## config.mk

```make
export PLATFORM = sky130hd
export DESIGN_NAME = dtid_decoder
export DESIGN_NICKNAME = d
export VERILOG_FILES = /design/src/dtid_pkg.sv /design/src/dtid_sync.sv /design/src/dtid_decoder.sv
export SDC_FILE = /design/constraint.sdc
export NUM_CORES = 1
export LEC_CHECK = 0
export BUFFER_PORTS_ARGS = -buffer_cell sky130_fd_sc_hd__buf_4
export CORE_MARGIN = 1.5
export CORE_UTILIZATION = 48
export CTS_BUF_LIST = sky130_fd_sc_hd__clkbuf_16
export CTS_CLUSTER_DIAMETER = 60
export DETAILED_ROUTE_END_ITERATION = 16
export PLACE_DENSITY = 0.76
export SLEW_MARGIN = 20
export SYNTH_ARGS = -nofsm -noshare
export SYNTH_HDL_FRONTEND = slang
export SYNTH_SLANG_ARGS = --single-unit
```

## constraint.sdc

```tcl
create_clock -name clock -period 4 [get_ports clock]
set_clock_uncertainty 0.2 [all_clocks]
set_input_delay 0.2 -clock clock [delete_from_list [all_inputs] [get_ports clock]]
set_output_delay 0.2 -clock clock [all_outputs]
set_load 0.05 [all_outputs]
```

## src/dtid_pkg.sv

```systemverilog
// Package: function codes, widths and timing constants for the decoder
package dtid_pkg;
  // Function codes handled by this block
  localparam logic [7:0] FC_RESET = 8'h12;
  localparam logic [7:0] FC_START = 8'h14;
  localparam logic [7:0] FC_STOP = 8'h15;
  localparam logic [7:0] FC_DIR = 8'h16;
  localparam logic [7:0] FC_PID_DIS = 8'h17;
  localparam logic [7:0] FC_PID_CLR = 8'h18;
  localparam logic [7:0] FC_UP = 8'h1B;
  localparam logic [7:0] FC_DOWN = 8'h1C;
  localparam logic [7:0] FC_MEM_CLR = 8'h1D;
  localparam logic [7:0] FC_OPER = 8'h1F;
  localparam logic [7:0] FC_SPEED_B1 = 8'h20;
  localparam logic [7:0] FC_OLR = 8'h27;
  localparam logic [7:0] FC_NONE = 8'hFF;
  // Widths and defaults
  localparam int NUM_TERM = 7;
  localparam int FREQ_W = 16;
  localparam int SPEED_BITS = 7;
  localparam logic [FREQ_W-1:0] FREQ_RESET = 16'h0000;
  // Up/down ramp step period
  localparam int CLK_MHZ = 125;
  localparam int RAMP_STEP_US = 10;
  localparam int RAMP_CYCLES = RAMP_STEP_US * CLK_MHZ;
  localparam logic [FREQ_W-1:0] RAMP_STEP = 16'h0001;
  // Run/direction states, Gray along idle-run-decel
  typedef enum logic [1:0] {
    DTID_IDLE = 2'b00,
    DTID_RUN = 2'b01,
    DTID_DECEL = 2'b11
  } dtid_state_t;
endpackage

```

## src/dtid_sync.sv

```systemverilog
// Two-stage synchroniser for one terminal input
`timescale 1ns/1ns
module dtid_sync (
  // Clock and reset
  input wire logic clock,
  input wire logic sys_rst,
  // Data
  input wire logic din,
  output logic dout
);
  logic meta_ff;
  logic sync_ff;
  logic nxt_meta;
  logic nxt_sync;

  // Next values: first stage feeds only the second
  always_comb begin
    nxt_meta = din;
    nxt_sync = meta_ff;
  end

  // Register stages
  always_ff @(posedge clock) begin
    if (sys_rst) begin
      meta_ff <= 1'b0;
      sync_ff <= 1'b0;
    end else begin
      meta_ff <= nxt_meta;
      sync_ff <= nxt_sync;
    end
  end

  assign dout = sync_ff;
endmodule

```

## src/dtid_decoder.sv

```systemverilog
// Terminal function decoder for codes 20 to 39 plus reset
`timescale 1ns/1ns
module dtid_decoder
  import dtid_pkg::*;
#(
  parameter int N_TERM = dtid_pkg::NUM_TERM,
  parameter int RAMP_CYC = dtid_pkg::RAMP_CYCLES
) (
  // Clock and reset
  input wire logic clock,
  input wire logic sys_rst,
  // Terminals and their function codes
  input wire logic [N_TERM-1:0] term_in,
  input wire logic [N_TERM*8-1:0] term_code,
  // Configuration and motor status
  input wire logic pid_enable,
  input wire logic [dtid_pkg::FREQ_W-1:0] set_frequency_parameter,
  input wire logic [1:0] cfg_freq_src,
  input wire logic [1:0] cfg_run_src,
  input wire logic [1:0] local_src_code,
  input wire logic motor_stopped,
  // Commands out
  output logic run_cmd,
  output logic dir_fwd,
  output logic decel_req,
  output logic pid_active,
  output logic pid_integ_clr,
  output logic [dtid_pkg::FREQ_W-1:0] updown_freq,
  output logic [1:0] freq_src,
  output logic [1:0] run_src,
  output logic [dtid_pkg::SPEED_BITS-1:0] speed_select,
  output logic overload_limit_on,
  output logic trip_clear,
  output logic powerup_reset
);
  import dtid_pkg::*;

  // ----------------------------------------------------------------
  // Synchronise and decode
  // ----------------------------------------------------------------
  logic [N_TERM-1:0] term_sync;
  logic three_wire_start_input;
  logic three_wire_stop_input;
  logic dir_in;
  logic pid_dis_in;
  logic loop_integrator_clear;
  logic remote_increase_input;
  logic remote_decrease_input;
  logic remote_memory_clear;
  logic operator_override_input;
  logic overload_limit_changeover;
  logic drive_reset_input;
  logic [SPEED_BITS-1:0] speed_in;

  genvar gi;
  generate
    for (gi = 0; gi < N_TERM; gi++) begin : g_sync
      dtid_sync u_sync (
        .clock(clock),
        .sys_rst(sys_rst),
        .din(term_in[gi]),
        .dout(term_sync[gi])
      );
    end
  endgenerate

  // OR of terminals carrying a code; none assigned gives zero
  function automatic logic fn_hit(input logic [7:0] code,
                                  input logic [N_TERM-1:0] lv,
                                  input logic [N_TERM*8-1:0] cv);
    logic r;
    r = 1'b0;
    for (int k = 0; k < N_TERM; k++) begin
      if (cv[k*8 +: 8] == code) begin
        r = r | lv[k];
      end
    end
    return r;
  endfunction

  // Decode each function from the synchronised levels
  always_comb begin
    three_wire_start_input = fn_hit(FC_START, term_sync, term_code);
    three_wire_stop_input = fn_hit(FC_STOP, term_sync, term_code);
    dir_in = fn_hit(FC_DIR, term_sync, term_code);
    pid_dis_in = fn_hit(FC_PID_DIS, term_sync, term_code);
    loop_integrator_clear = fn_hit(FC_PID_CLR, term_sync, term_code);
    remote_increase_input = fn_hit(FC_UP, term_sync, term_code);
    remote_decrease_input = fn_hit(FC_DOWN, term_sync, term_code);
    remote_memory_clear = fn_hit(FC_MEM_CLR, term_sync, term_code);
    operator_override_input = fn_hit(FC_OPER, term_sync, term_code);
    overload_limit_changeover = fn_hit(FC_OLR, term_sync, term_code);
    drive_reset_input = fn_hit(FC_RESET, term_sync, term_code);
    for (int b = 0; b < SPEED_BITS; b++) begin
      speed_in[b] = fn_hit(FC_SPEED_B1 + 8'(b), term_sync, term_code);
    end
  end

  // ----------------------------------------------------------------
  // Run and direction control
  // ----------------------------------------------------------------
  dtid_state_t state_ff;
  dtid_state_t nxt_state;
  logic dir_ff;
  logic nxt_dir;

  // Stop wins over start; reset forces output off
  always_comb begin
    nxt_state = state_ff;
    nxt_dir = dir_ff;
    case (state_ff)
      DTID_IDLE: begin
        // A coasting motor must not be reversed under it
        if (motor_stopped) begin
          nxt_dir = dir_in;
        end
        if (three_wire_start_input && !three_wire_stop_input) begin
          nxt_state = DTID_RUN;
        end
      end
      DTID_RUN: begin
        if (three_wire_stop_input) begin
          nxt_state = DTID_IDLE;
        end else if (dir_in != dir_ff) begin
          nxt_state = DTID_DECEL;
        end
      end
      DTID_DECEL: begin
        if (three_wire_stop_input) begin
          nxt_state = DTID_IDLE;
        end else if (motor_stopped) begin
          nxt_dir = dir_in;
          nxt_state = DTID_RUN;
        end
      end
      default: nxt_state = DTID_IDLE;
    endcase
    if (drive_reset_input) begin
      nxt_state = DTID_IDLE;
    end
  end

  // Released start/stop simply leaves state where it was
  always_ff @(posedge clock) begin
    if (sys_rst) begin
      state_ff <= DTID_IDLE;
      dir_ff <= 1'b1;
    end else begin
      state_ff <= nxt_state;
      dir_ff <= nxt_dir;
    end
  end

  assign run_cmd = (state_ff == DTID_RUN);
  assign decel_req = (state_ff == DTID_DECEL);
  assign dir_fwd = dir_ff;

  // ----------------------------------------------------------------
  // Up/down frequency memory
  // ----------------------------------------------------------------
  logic [FREQ_W-1:0] freq_ff;
  logic [FREQ_W-1:0] nxt_freq;
  logic [31:0] tick_cnt_ff;
  logic [31:0] nxt_tick_cnt;
  logic tick;

  // Step timer: one ramp step every RAMP_CYC clocks, 10 us at the default 125 MHz
  always_comb begin
    tick = (tick_cnt_ff == 32'(RAMP_CYC - 1));
    nxt_tick_cnt = tick ? 32'h0000_0000 : tick_cnt_ff + 32'h0000_0001;
  end

  // Clear has priority; both directions together cancel
  always_comb begin
    nxt_freq = freq_ff;
    if (remote_memory_clear) begin
      nxt_freq = set_frequency_parameter;
    end else if (tick && remote_increase_input && !remote_decrease_input
                 && freq_ff != {FREQ_W{1'b1}}) begin
      nxt_freq = freq_ff + RAMP_STEP;
    end else if (tick && remote_decrease_input && !remote_increase_input
                 && freq_ff != FREQ_RESET) begin
      nxt_freq = freq_ff - RAMP_STEP;
    end
    // Otherwise hold value
  end

  always_ff @(posedge clock) begin
    if (sys_rst) begin
      freq_ff <= FREQ_RESET;
      tick_cnt_ff <= 32'h0000_0000;
    end else begin
      freq_ff <= nxt_freq;
      tick_cnt_ff <= nxt_tick_cnt;
    end
  end

  assign updown_freq = freq_ff;

  // ----------------------------------------------------------------
  // Registered level commands
  // ----------------------------------------------------------------
  logic pid_act_ff;
  logic nxt_pid_act;
  logic pid_clr_ff;
  logic nxt_pid_clr;
  logic [1:0] fsrc_ff;
  logic [1:0] nxt_fsrc;
  logic [1:0] rsrc_ff;
  logic [1:0] nxt_rsrc;
  logic [SPEED_BITS-1:0] speed_ff;
  logic [SPEED_BITS-1:0] nxt_speed;
  logic olr_ff;
  logic nxt_olr;
  logic rst_ff;
  logic nxt_rst;

  // Level functions, one cycle after synchronisation
  always_comb begin
    nxt_pid_act = pid_enable && !pid_dis_in;
    nxt_pid_clr = loop_integrator_clear;
    nxt_fsrc = operator_override_input ? local_src_code : cfg_freq_src;
    nxt_rsrc = operator_override_input ? local_src_code : cfg_run_src;
    nxt_speed = speed_in;
    nxt_olr = overload_limit_changeover;
    nxt_rst = drive_reset_input;
  end

  always_ff @(posedge clock) begin
    if (sys_rst) begin
      pid_act_ff <= 1'b0;
      pid_clr_ff <= 1'b0;
      fsrc_ff <= 2'h0;
      rsrc_ff <= 2'h0;
      speed_ff <= '0;
      olr_ff <= 1'b0;
      rst_ff <= 1'b0;
    end else begin
      pid_act_ff <= nxt_pid_act;
      pid_clr_ff <= nxt_pid_clr;
      fsrc_ff <= nxt_fsrc;
      rsrc_ff <= nxt_rsrc;
      speed_ff <= nxt_speed;
      olr_ff <= nxt_olr;
      rst_ff <= nxt_rst;
    end
  end

  assign pid_active = pid_act_ff;
  assign pid_integ_clr = pid_clr_ff;
  assign freq_src = fsrc_ff;
  assign run_src = rsrc_ff;
  assign speed_select = speed_ff;
  assign overload_limit_on = olr_ff;
  assign trip_clear = rst_ff;
  assign powerup_reset = rst_ff;

  // ----------------------------------------------------------------
  // Assertions
  // ----------------------------------------------------------------
  a_stop_halts: assert property (@(posedge clock) disable iff (sys_rst)
    three_wire_stop_input |=> !run_cmd)
    else $error("stop did not halt motor");
  a_start_runs: assert property (@(posedge clock) disable iff (sys_rst)
    (state_ff == DTID_IDLE && three_wire_start_input
     && !three_wire_stop_input && !drive_reset_input) |=> run_cmd)
    else $error("start did not run motor");
  a_hold_state: assert property (@(posedge clock) disable iff (sys_rst)
    (!three_wire_start_input && !three_wire_stop_input && !drive_reset_input
     && state_ff == DTID_RUN && dir_in == dir_ff) |=> run_cmd)
    else $error("released inputs changed run state");
  a_dir_decel: assert property (@(posedge clock) disable iff (sys_rst)
    (run_cmd && dir_in != dir_ff && !three_wire_stop_input
     && !drive_reset_input) |=> decel_req && $stable(dir_fwd))
    else $error("reverse without deceleration");
  a_coast_dir: assert property (@(posedge clock) disable iff (sys_rst)
    (state_ff == DTID_IDLE && !motor_stopped) |=> $stable(dir_fwd))
    else $error("direction changed while motor coasting");
  a_pid_bypass: assert property (@(posedge clock) disable iff (sys_rst)
    pid_dis_in |=> !pid_active)
    else $error("pid not bypassed");
  a_pid_clear: assert property (@(posedge clock) disable iff (sys_rst)
    loop_integrator_clear |=> pid_integ_clr)
    else $error("integrator clear missing");
  a_mem_clear: assert property (@(posedge clock) disable iff (sys_rst)
    remote_memory_clear |=> updown_freq == $past(set_frequency_parameter))
    else $error("memory clear did not load set frequency");
  a_freq_hold: assert property (@(posedge clock) disable iff (sys_rst)
    (!remote_memory_clear && !remote_increase_input
     && !remote_decrease_input) |=> $stable(updown_freq))
    else $error("frequency moved without request");
  a_oper_src: assert property (@(posedge clock) disable iff (sys_rst)
    operator_override_input |=> freq_src == $past(local_src_code)
    && run_src == $past(local_src_code))
    else $error("operator override ignored");
  a_sync_delay: assert property (@(posedge clock) disable iff (sys_rst)
    ##3 term_sync == $past(term_in, 2))
    else $error("synchroniser depth wrong");
endmodule

```

==> reports/metrics.csv, run 1 <==
stage,metric,value,unit
setup_path,r2r_slack,80,ps
power,p_leak,0.00302,uW
min_path,hold_depth,3,
logic_synthesis,async_flop_share,0,%
cells_and_area,n_antenna_cell,0,
cells_and_area,syn_to_final_growth,41.0,%
power,power_switching_share,26.4,%
cts,clk_pin_slew_worst_paths,70,ps
cells_and_area,drive_above_1_share,27.3,%
power,power.clock.fraction,44.0,%
cells_and_area,nFillCells,888,
logic_synthesis,synth-seq-area-share,30.0,%
cts,insertion_delay,350,ps
power,power_density,259,mW/mm^2
global_route,grt_max_degree,42,
timing,rsz0062_at_grt,true,
routing,via_per_inst,6.05,
place,dpl_cell_area,0.00671,mm^2
setup_path,path_depth,18,
cts,cts_buffer_depth,2,
timing,setup_viol,0,
floorplanning,start_util,49.2,%
global_route,grt_pass1_vias,5874,
logic_synthesis,synth_seq_cells,80,
floorplanning,core-area,0.0108,mm^2
cells_and_area,final_area,0.00752,mm^2
cts,cts_root_buffer,clkbuf_16,
job,maxCapViolations,0,
cts,cts_tree,built,
setup_path,critPathTopFamily,simple AND/OR/NAND/NOR gates,
logic_synthesis,synth_area,0.00534,mm^2
floorplanning,dieHeight,108,um
floorplanning,dieArea,0.0118,mm^2
routing,ant_nets,0,
routing,wire_per_inst,19.3,um
floorplanning,die_x,108,um
timing,timing.fmax,255,MHz
setup_path,crit_path_end_kind,register,
logic_synthesis,syn_inst,681,
place,dp_hpwl,14.5,mm
setup_path,arrival,4000,ps
setup_path,crit_chain,"or3b_4, nor4_4, buf_4, nor3_1, a31oi_1, nand3_2, buf_4, ha_1, nor2b_4, o21ai_2, a21o_1, buf_4, buf_4, a211oi_1, o21ai_0, nand2_1, nand3_1, a31oi_1",
setup_path,critPathKind,register to register,
floorplanning,io-pin-count,124,
global_route,grt_pass1_wl,29.6,mm
global_route,grt_usage,32.9,%
power,p_comb_share,13.9,%
timing,slew_viol_final,0,
routing,dr.pass1.iters,5,
cts,htreeDepth,3,
logic_synthesis,synth_edf_count,0,
logic_synthesis,syn_nets,787,
place,routabilityCongestion,0.971,
power,sequentialPowerShare,42.1,%
routing,drt-total-wl,19.7,mm
global_route,grt.overflow.total,0,
timing,period_needed,3920,ps
routing,num_vias,6206,
place,portBuffers,123,
setup_path,worstPathMaxFanout,5,
logic_synthesis,synth_flop_cell,dfxtp_1,
floorplanning,rows,38,
timing,finalCritPeriodShare,98.1,%
global_route,antenna_found_initial,0,
routing,drt_iter0_drc,798,
setup_path,r2r.worst_path.cells,18,
power,finalPower,1950,uW
min_path,hp-class,input pin to register,
setup_path,path_buf_inv,4,
power,max-vdd-ir-drop,0.229,mV
setup_path,cp-start-kind,register,
setup_path,critPathMaxStageDelay,400,ps
routing,drcViolationCount,0,
power,intPower,1430,uW
logic_synthesis,synth.distinct_cells,74,
logic_synthesis,yosys_warnings,0,
cts,cts_inserted_buffers,9,
logic_synthesis,postSynthAreaPerCell,7.83,um^2
cts,cts.sinks,80,
timing,max-slew-margin-rel,40.9,%
timing,worstMarginPinSlew,880,ps
cells_and_area,nets,986,
timing,hold_viol,0,
setup_path,cpMaxStageDelayCell,or3b_4,
setup_path,cp_common_cell,buf_4,
setup_path,worstPathRequired,4080,ps
power,p_sw,514,uW
status,status,"finished, final reports clean",
-- cells in the final DEF (no fill, tap or decap), drive strengths merged, types with 12 or more instances in the layout --
master	count
nand2	59
a21oi	26
xnor2	21
nand2b	15
o22ai	14
ha	16
nor2	95
inv	31
nor2b	23
buf	176
nor4	26
o21ai	18
a211oi	13
dlygate4sd3	30
nand3	29
xor2	17
nor3	22
mux2i	20
a31oi	16
or3	12
dfxtp	80
nand4	15
-- per-stage QoR --
step | TNS, ps | std cells | setup WS (ps) | util (%) | hold slack (ps)
final | 0 | 1025 | 75.3 | 69.4 | 8.54
after global routing | -366 | 1025 | -114 | 69.4 | 26.5
after CTS | -5.47 | 1019 | -5.47 | 67.6 | 7.58
after detailed placement | -334 | 973 | -154 | 61.9 | 222
after global placement | -45.6 | 973 | -45.6 | 61.9 | 213
after floorplan | 0 | 681 | 103 | - | 125
-- worst paths after layout --
| check | endpoint | from |
|---|---|---|
| setup / recovery | updown_freq[10] | g_sync[1].u_sync.dout |
| hold / removal | speed_select[3] | term_code[49] |
| setup reg to reg | updown_freq[10] | g_sync[1].u_sync.dout |
| hold reg to reg | g_sync[3].u_sync.dout | g_sync[3].u_sync.meta_ff |
-- cell usage after synthesis (13+ instances only) --
| cell type | instances | share of area (%) |
|---|---|---|
| xor2_1 | 17 | 2.8 |
| dfxtp_1 | 80 | 30 |
| nor2_1 | 95 | 6.7 |
| inv_1 | 27 | 1.9 |
| nor4_1 | 26 | 3.0 |
| nand2b_1 | 15 | 1.8 |
| nor2b_1 | 23 | 2.7 |
| ha_1 | 16 | 3.8 |
| nand2_1 | 59 | 4.2 |
| nor3_1 | 21 | 2.0 |
| o21ai_0 | 16 | 1.5 |
| o22ai_1 | 14 | 1.6 |
| clkbuf_1 | 13 | 0.91 |
| xnor2_1 | 21 | 3.4 |
| a21oi_1 | 26 | 2.4 |
| nand3_1 | 29 | 2.7 |
| nand4_1 | 15 | 1.8 |
| a31oi_1 | 16 | 1.9 |
| mux2i_1 | 20 | 3.8 |
-- registers in the layout (all words and copies together) (netlist names) --
name,flops
overload_limit_on,1
g_sync.u_sync.dout,7
g_sync.u_sync.meta_ff,7
speed_select,7
powerup_reset,1
updown_freq,16
pid_integ_clr,1
tick_cnt_ff,32
state_ff,2
dir_fwd,1
freq_src,2
run_src,2
pid_active,1
-- routing by layer --
layer,wire (um),vias up,track usage (%)
met5,0,-,0
met4,667,0,12.2
met3,1790,61,7.29
met2,8990,330,52.3
met1,8290,2912,43.4
li1,-,2903,-
-- area by class of cell --
cell class	count	area [um^2]	share of cell area, %
repair buffers	206	1630	21.7
flip-flops and latches	80	1600	21.3
well taps	140	175	2.33
inverters	27	101	1.35
multi-input cells	556	3700	49.3
clock inverters	7	77.6	1.03
clock buffers	9	225	2.99
-- tightest hold or removal path, cell delays in order --
cell,delay (ps)
buf_4,100
a31oi_1,70
a31oi_1,130
-- power by group through the flow --
stage,Clock (uW),Sequential (uW),Combinational [uW]
6_report,856,819,270
5_1_grt,895,820,286
4_1_cts,861,818,256
3_5_place_dp,0,836,230
3_3_place_gp,0,836,228
2_1_floorplan,0,850,82.1
-- repair_timing --
item / CTS / global route
cloned: 0 / 0
setup endpoints to repair: 3 / 6
hold endpoints to repair: 26 / 0
hold buffers: 30 / 0
pin swaps: 0 / 18
setup buffers: 0 / 7
gates resized for setup: 3 / 31
-- cell families (layout without fill, tap and decap cells) --
family                     Yosys count  after routing  share of synthesized area [%]
and+or+nand+nor                    348            348                           34.4
xor gates and xnor gates            38             38                           6.24
AOI/OAI and AO/OA                  131            131                           17.5
DFF                                 80             80                           30.0
adders and majority gates           17             17                           4.13
muxes                               22             22                           4.17
buffers and inverters               45            249                           3.52
No activity file was read; power rests on OpenSTA's default activity.
==> inputs of run 2 (changes only) <==
--- a/config.mk
+++ b/config.mk
@@ -12,6 +12,7 @@
 export CTS_CLUSTER_DIAMETER = 60
 export DETAILED_ROUTE_END_ITERATION = 16
 export PLACE_DENSITY = 0.76
+export SETUP_SLACK_MARGIN = 0.1
 export SLEW_MARGIN = 20
 export SYNTH_ARGS = -nofsm -noshare
 export SYNTH_HDL_FRONTEND = slang
==> reports/metrics.csv, run 2 (synthesized netlist as in run 1, its figures left out) <==
stage,metric,value,unit
status,status,"finished, final reports clean",
setup_path,critPathKind,register to register,
min_path,hp-class,input pin to register,
cells_and_area,nets,987,
cts,cts_buffer_depth,2,
cts,cts.sinks,80,
place,dpl_cell_area,0.00671,mm^2
cells_and_area,drive_above_1_share,28.4,%
routing,drcViolationCount,0,
floorplanning,dieArea,0.0118,mm^2
routing,dr.pass1.iters,6,
cts,htreeDepth,3,
global_route,grt_max_degree,42,
power,power.clock.fraction,43.8,%
cells_and_area,syn_to_final_growth,42.2,%
setup_path,r2r.worst_path.cells,17,
global_route,grt_pass1_vias,5957,
timing,slew_viol_final,0,
routing,via_per_inst,6.06,
floorplanning,rows,38,
power,max-vdd-ir-drop,0.228,mV
cells_and_area,fin_cells,1026,
job,maxCapViolations,0,
place,portBuffers,123,
setup_path,crit_path_end_kind,register,
place,routabilityCongestion,0.971,
cts,cts_inserted_buffers,9,
cells_and_area,final_cell_mix,"175 x buf_4, 93 x nor2_1, 78 x dfxtp_1, 58 x nand2_1, 30 x dlygate4sd3_1",
timing,setup_viol,0,
setup_path,worstPathRequired,4040,ps
cts,insertion_delay,350,ps
power,p_sw,508,uW
routing,drt-total-wl,19.6,mm
cells_and_area,final_area,0.00759,mm^2
timing,max-slew-margin-rel,42.3,%
floorplanning,die_x,108,um
min_path,hold_depth,3,
cells_and_area,final_common_cell,buf_4,
place,dp_hpwl,14.5,mm
setup_path,worstPathMaxFanout,5,
power,p_leak,0.00303,uW
global_route,grt_pass1_wl,29.9,mm
cts,cts_root_buffer,clkbuf_16,
timing,rsz0062_at_grt,true,
power,power_density,256,mW/mm^2
power,p_comb_share,14.0,%
routing,wire_per_inst,19.1,um
cts,clk_pin_slew_worst_paths,70,ps
timing,finalCritPeriodShare,97.2,%
power,power_switching_share,26.2,%
place,place_inst,973,
global_route,antenna_found_initial,0,
routing,ant_nets,0,
cells_and_area,largest_reg_flops,32,
timing,worstMarginPinSlew,859,ps
floorplanning,start_util,49.2,%
power,intPower,1430,uW
routing,num_vias,6221,
power,sequentialPowerShare,42.2,%
cts,cts_tree,built,
routing,drt_iter0_drc,779,
timing,hold_viol,0,
power,finalPower,1940,uW
global_route,grt_usage,33.1,%
floorplanning,core-area,0.0108,mm^2
global_route,grt.overflow.total,0,
floorplanning,dieHeight,108,um
timing,timing.fmax,257,MHz
cells_and_area,top_register,tick_cnt_ff,
cells_and_area,n_antenna_cell,0,
setup_path,cp-start-kind,register,
timing,timing.setup.tns,0,ps
setup_path,arrival,3920,ps
timing,period_needed,3890,ps
floorplanning,io-pin-count,124,
==> run 2: cell count changes in the layout (fill, tap and decap cells not counted), moves of 2 or more <==
| cell | previous run | this run |
|---|---|---|
| nor3_1 | 20 | 17 |
| a211oi_2 | 8 | 6 |
| nor3_2 | 2 | 4 |
| a211oi_4 | 0 | 2 |
| inv_1 | 27 | 25 |
| inv_2 | 0 | 2 |
| ha_4 | 1 | 3 |
| ha_1 | 15 | 13 |
| buf_4 | 173 | 175 |
==> run 2: final timing paths <==
kind,start,end,slack [ps]
max,g_sync[0].u_sync.dout,updown_freq[14],110
min,term_code[49],speed_select[3],3
max reg2reg,g_sync[0].u_sync.dout,updown_freq[14],110
min reg2reg,g_sync[3].u_sync.meta_ff,g_sync[3].u_sync.dout,240
==> run 2: final cells by class <==
class / count / area, um^2
Clock inverter: 7 / 77.6
Clock buffer: 9 / 225
Tap cell: 140 / 175
Multi-Input combinational cell: 556 / 3770
Sequential cell: 80 / 1600
Inverter: 27 / 101
Timing Repair Buffer: 207 / 1640
Fill cell: 883 / 3250
==> run 2: per-stage QoR <==
stage / hold WS [ps] / setup WS, ps / utilization (%)
3_3_place_gp: 213 / -45.6 / 61.9
3_5_place_dp: 222 / -154 / 61.9
2_1_floorplan: 125 / 103 / -
4_1_cts: 7.58 / 105 / 68.2
6_report: 3.30 / 112 / 70.0
5_1_grt: 26.5 / -65.3 / 70.0
==> run 2: repair_timing <==
item,4_1_cts,5_1_grt
setup buffers,3,4
pin swaps,7,15
endpoints found under the hold margin,26,0
gates resized for setup,12,36
setup endpoints to repair,5,9
hold buffers,30,0
==> run 2: per-layer routing <==
metal	vias up	GRT usage (%)	wire length, um
met4	0	13.3	646
met5	-	0	0
met1	2962	43.4	8220
met3	54	7.53	1670
li1	2899	-	-
met2	306	52.5	9050
==> run 2: power by group through the flow <==
stage / sequential [uW] / combinational, uW / clock, uW
floorplan: 850 / 82.1 / 0
global placement: 836 / 228 / 0
detailed placement: 836 / 230 / 0
CTS: 818 / 257 / 861
global route: 820 / 288 / 889
finish: 819 / 271 / 850
==> run 2: critical path: stages, from the launching register on <==
cell	delay, ps
dfxtp_2	330
or3b_4	420
or4b_4	560
o211ai_2	100
nor3_2	80
nand3_2	140
buf_6	140
inv_2	30
fa_2	350
nor2b_2	150
o21ai_2	80
a21o_1	230
a211oi_4	270
o41ai_2	100
buf_4	150
o21ba_4	190
mux2i_1	180
a21oi_1	90
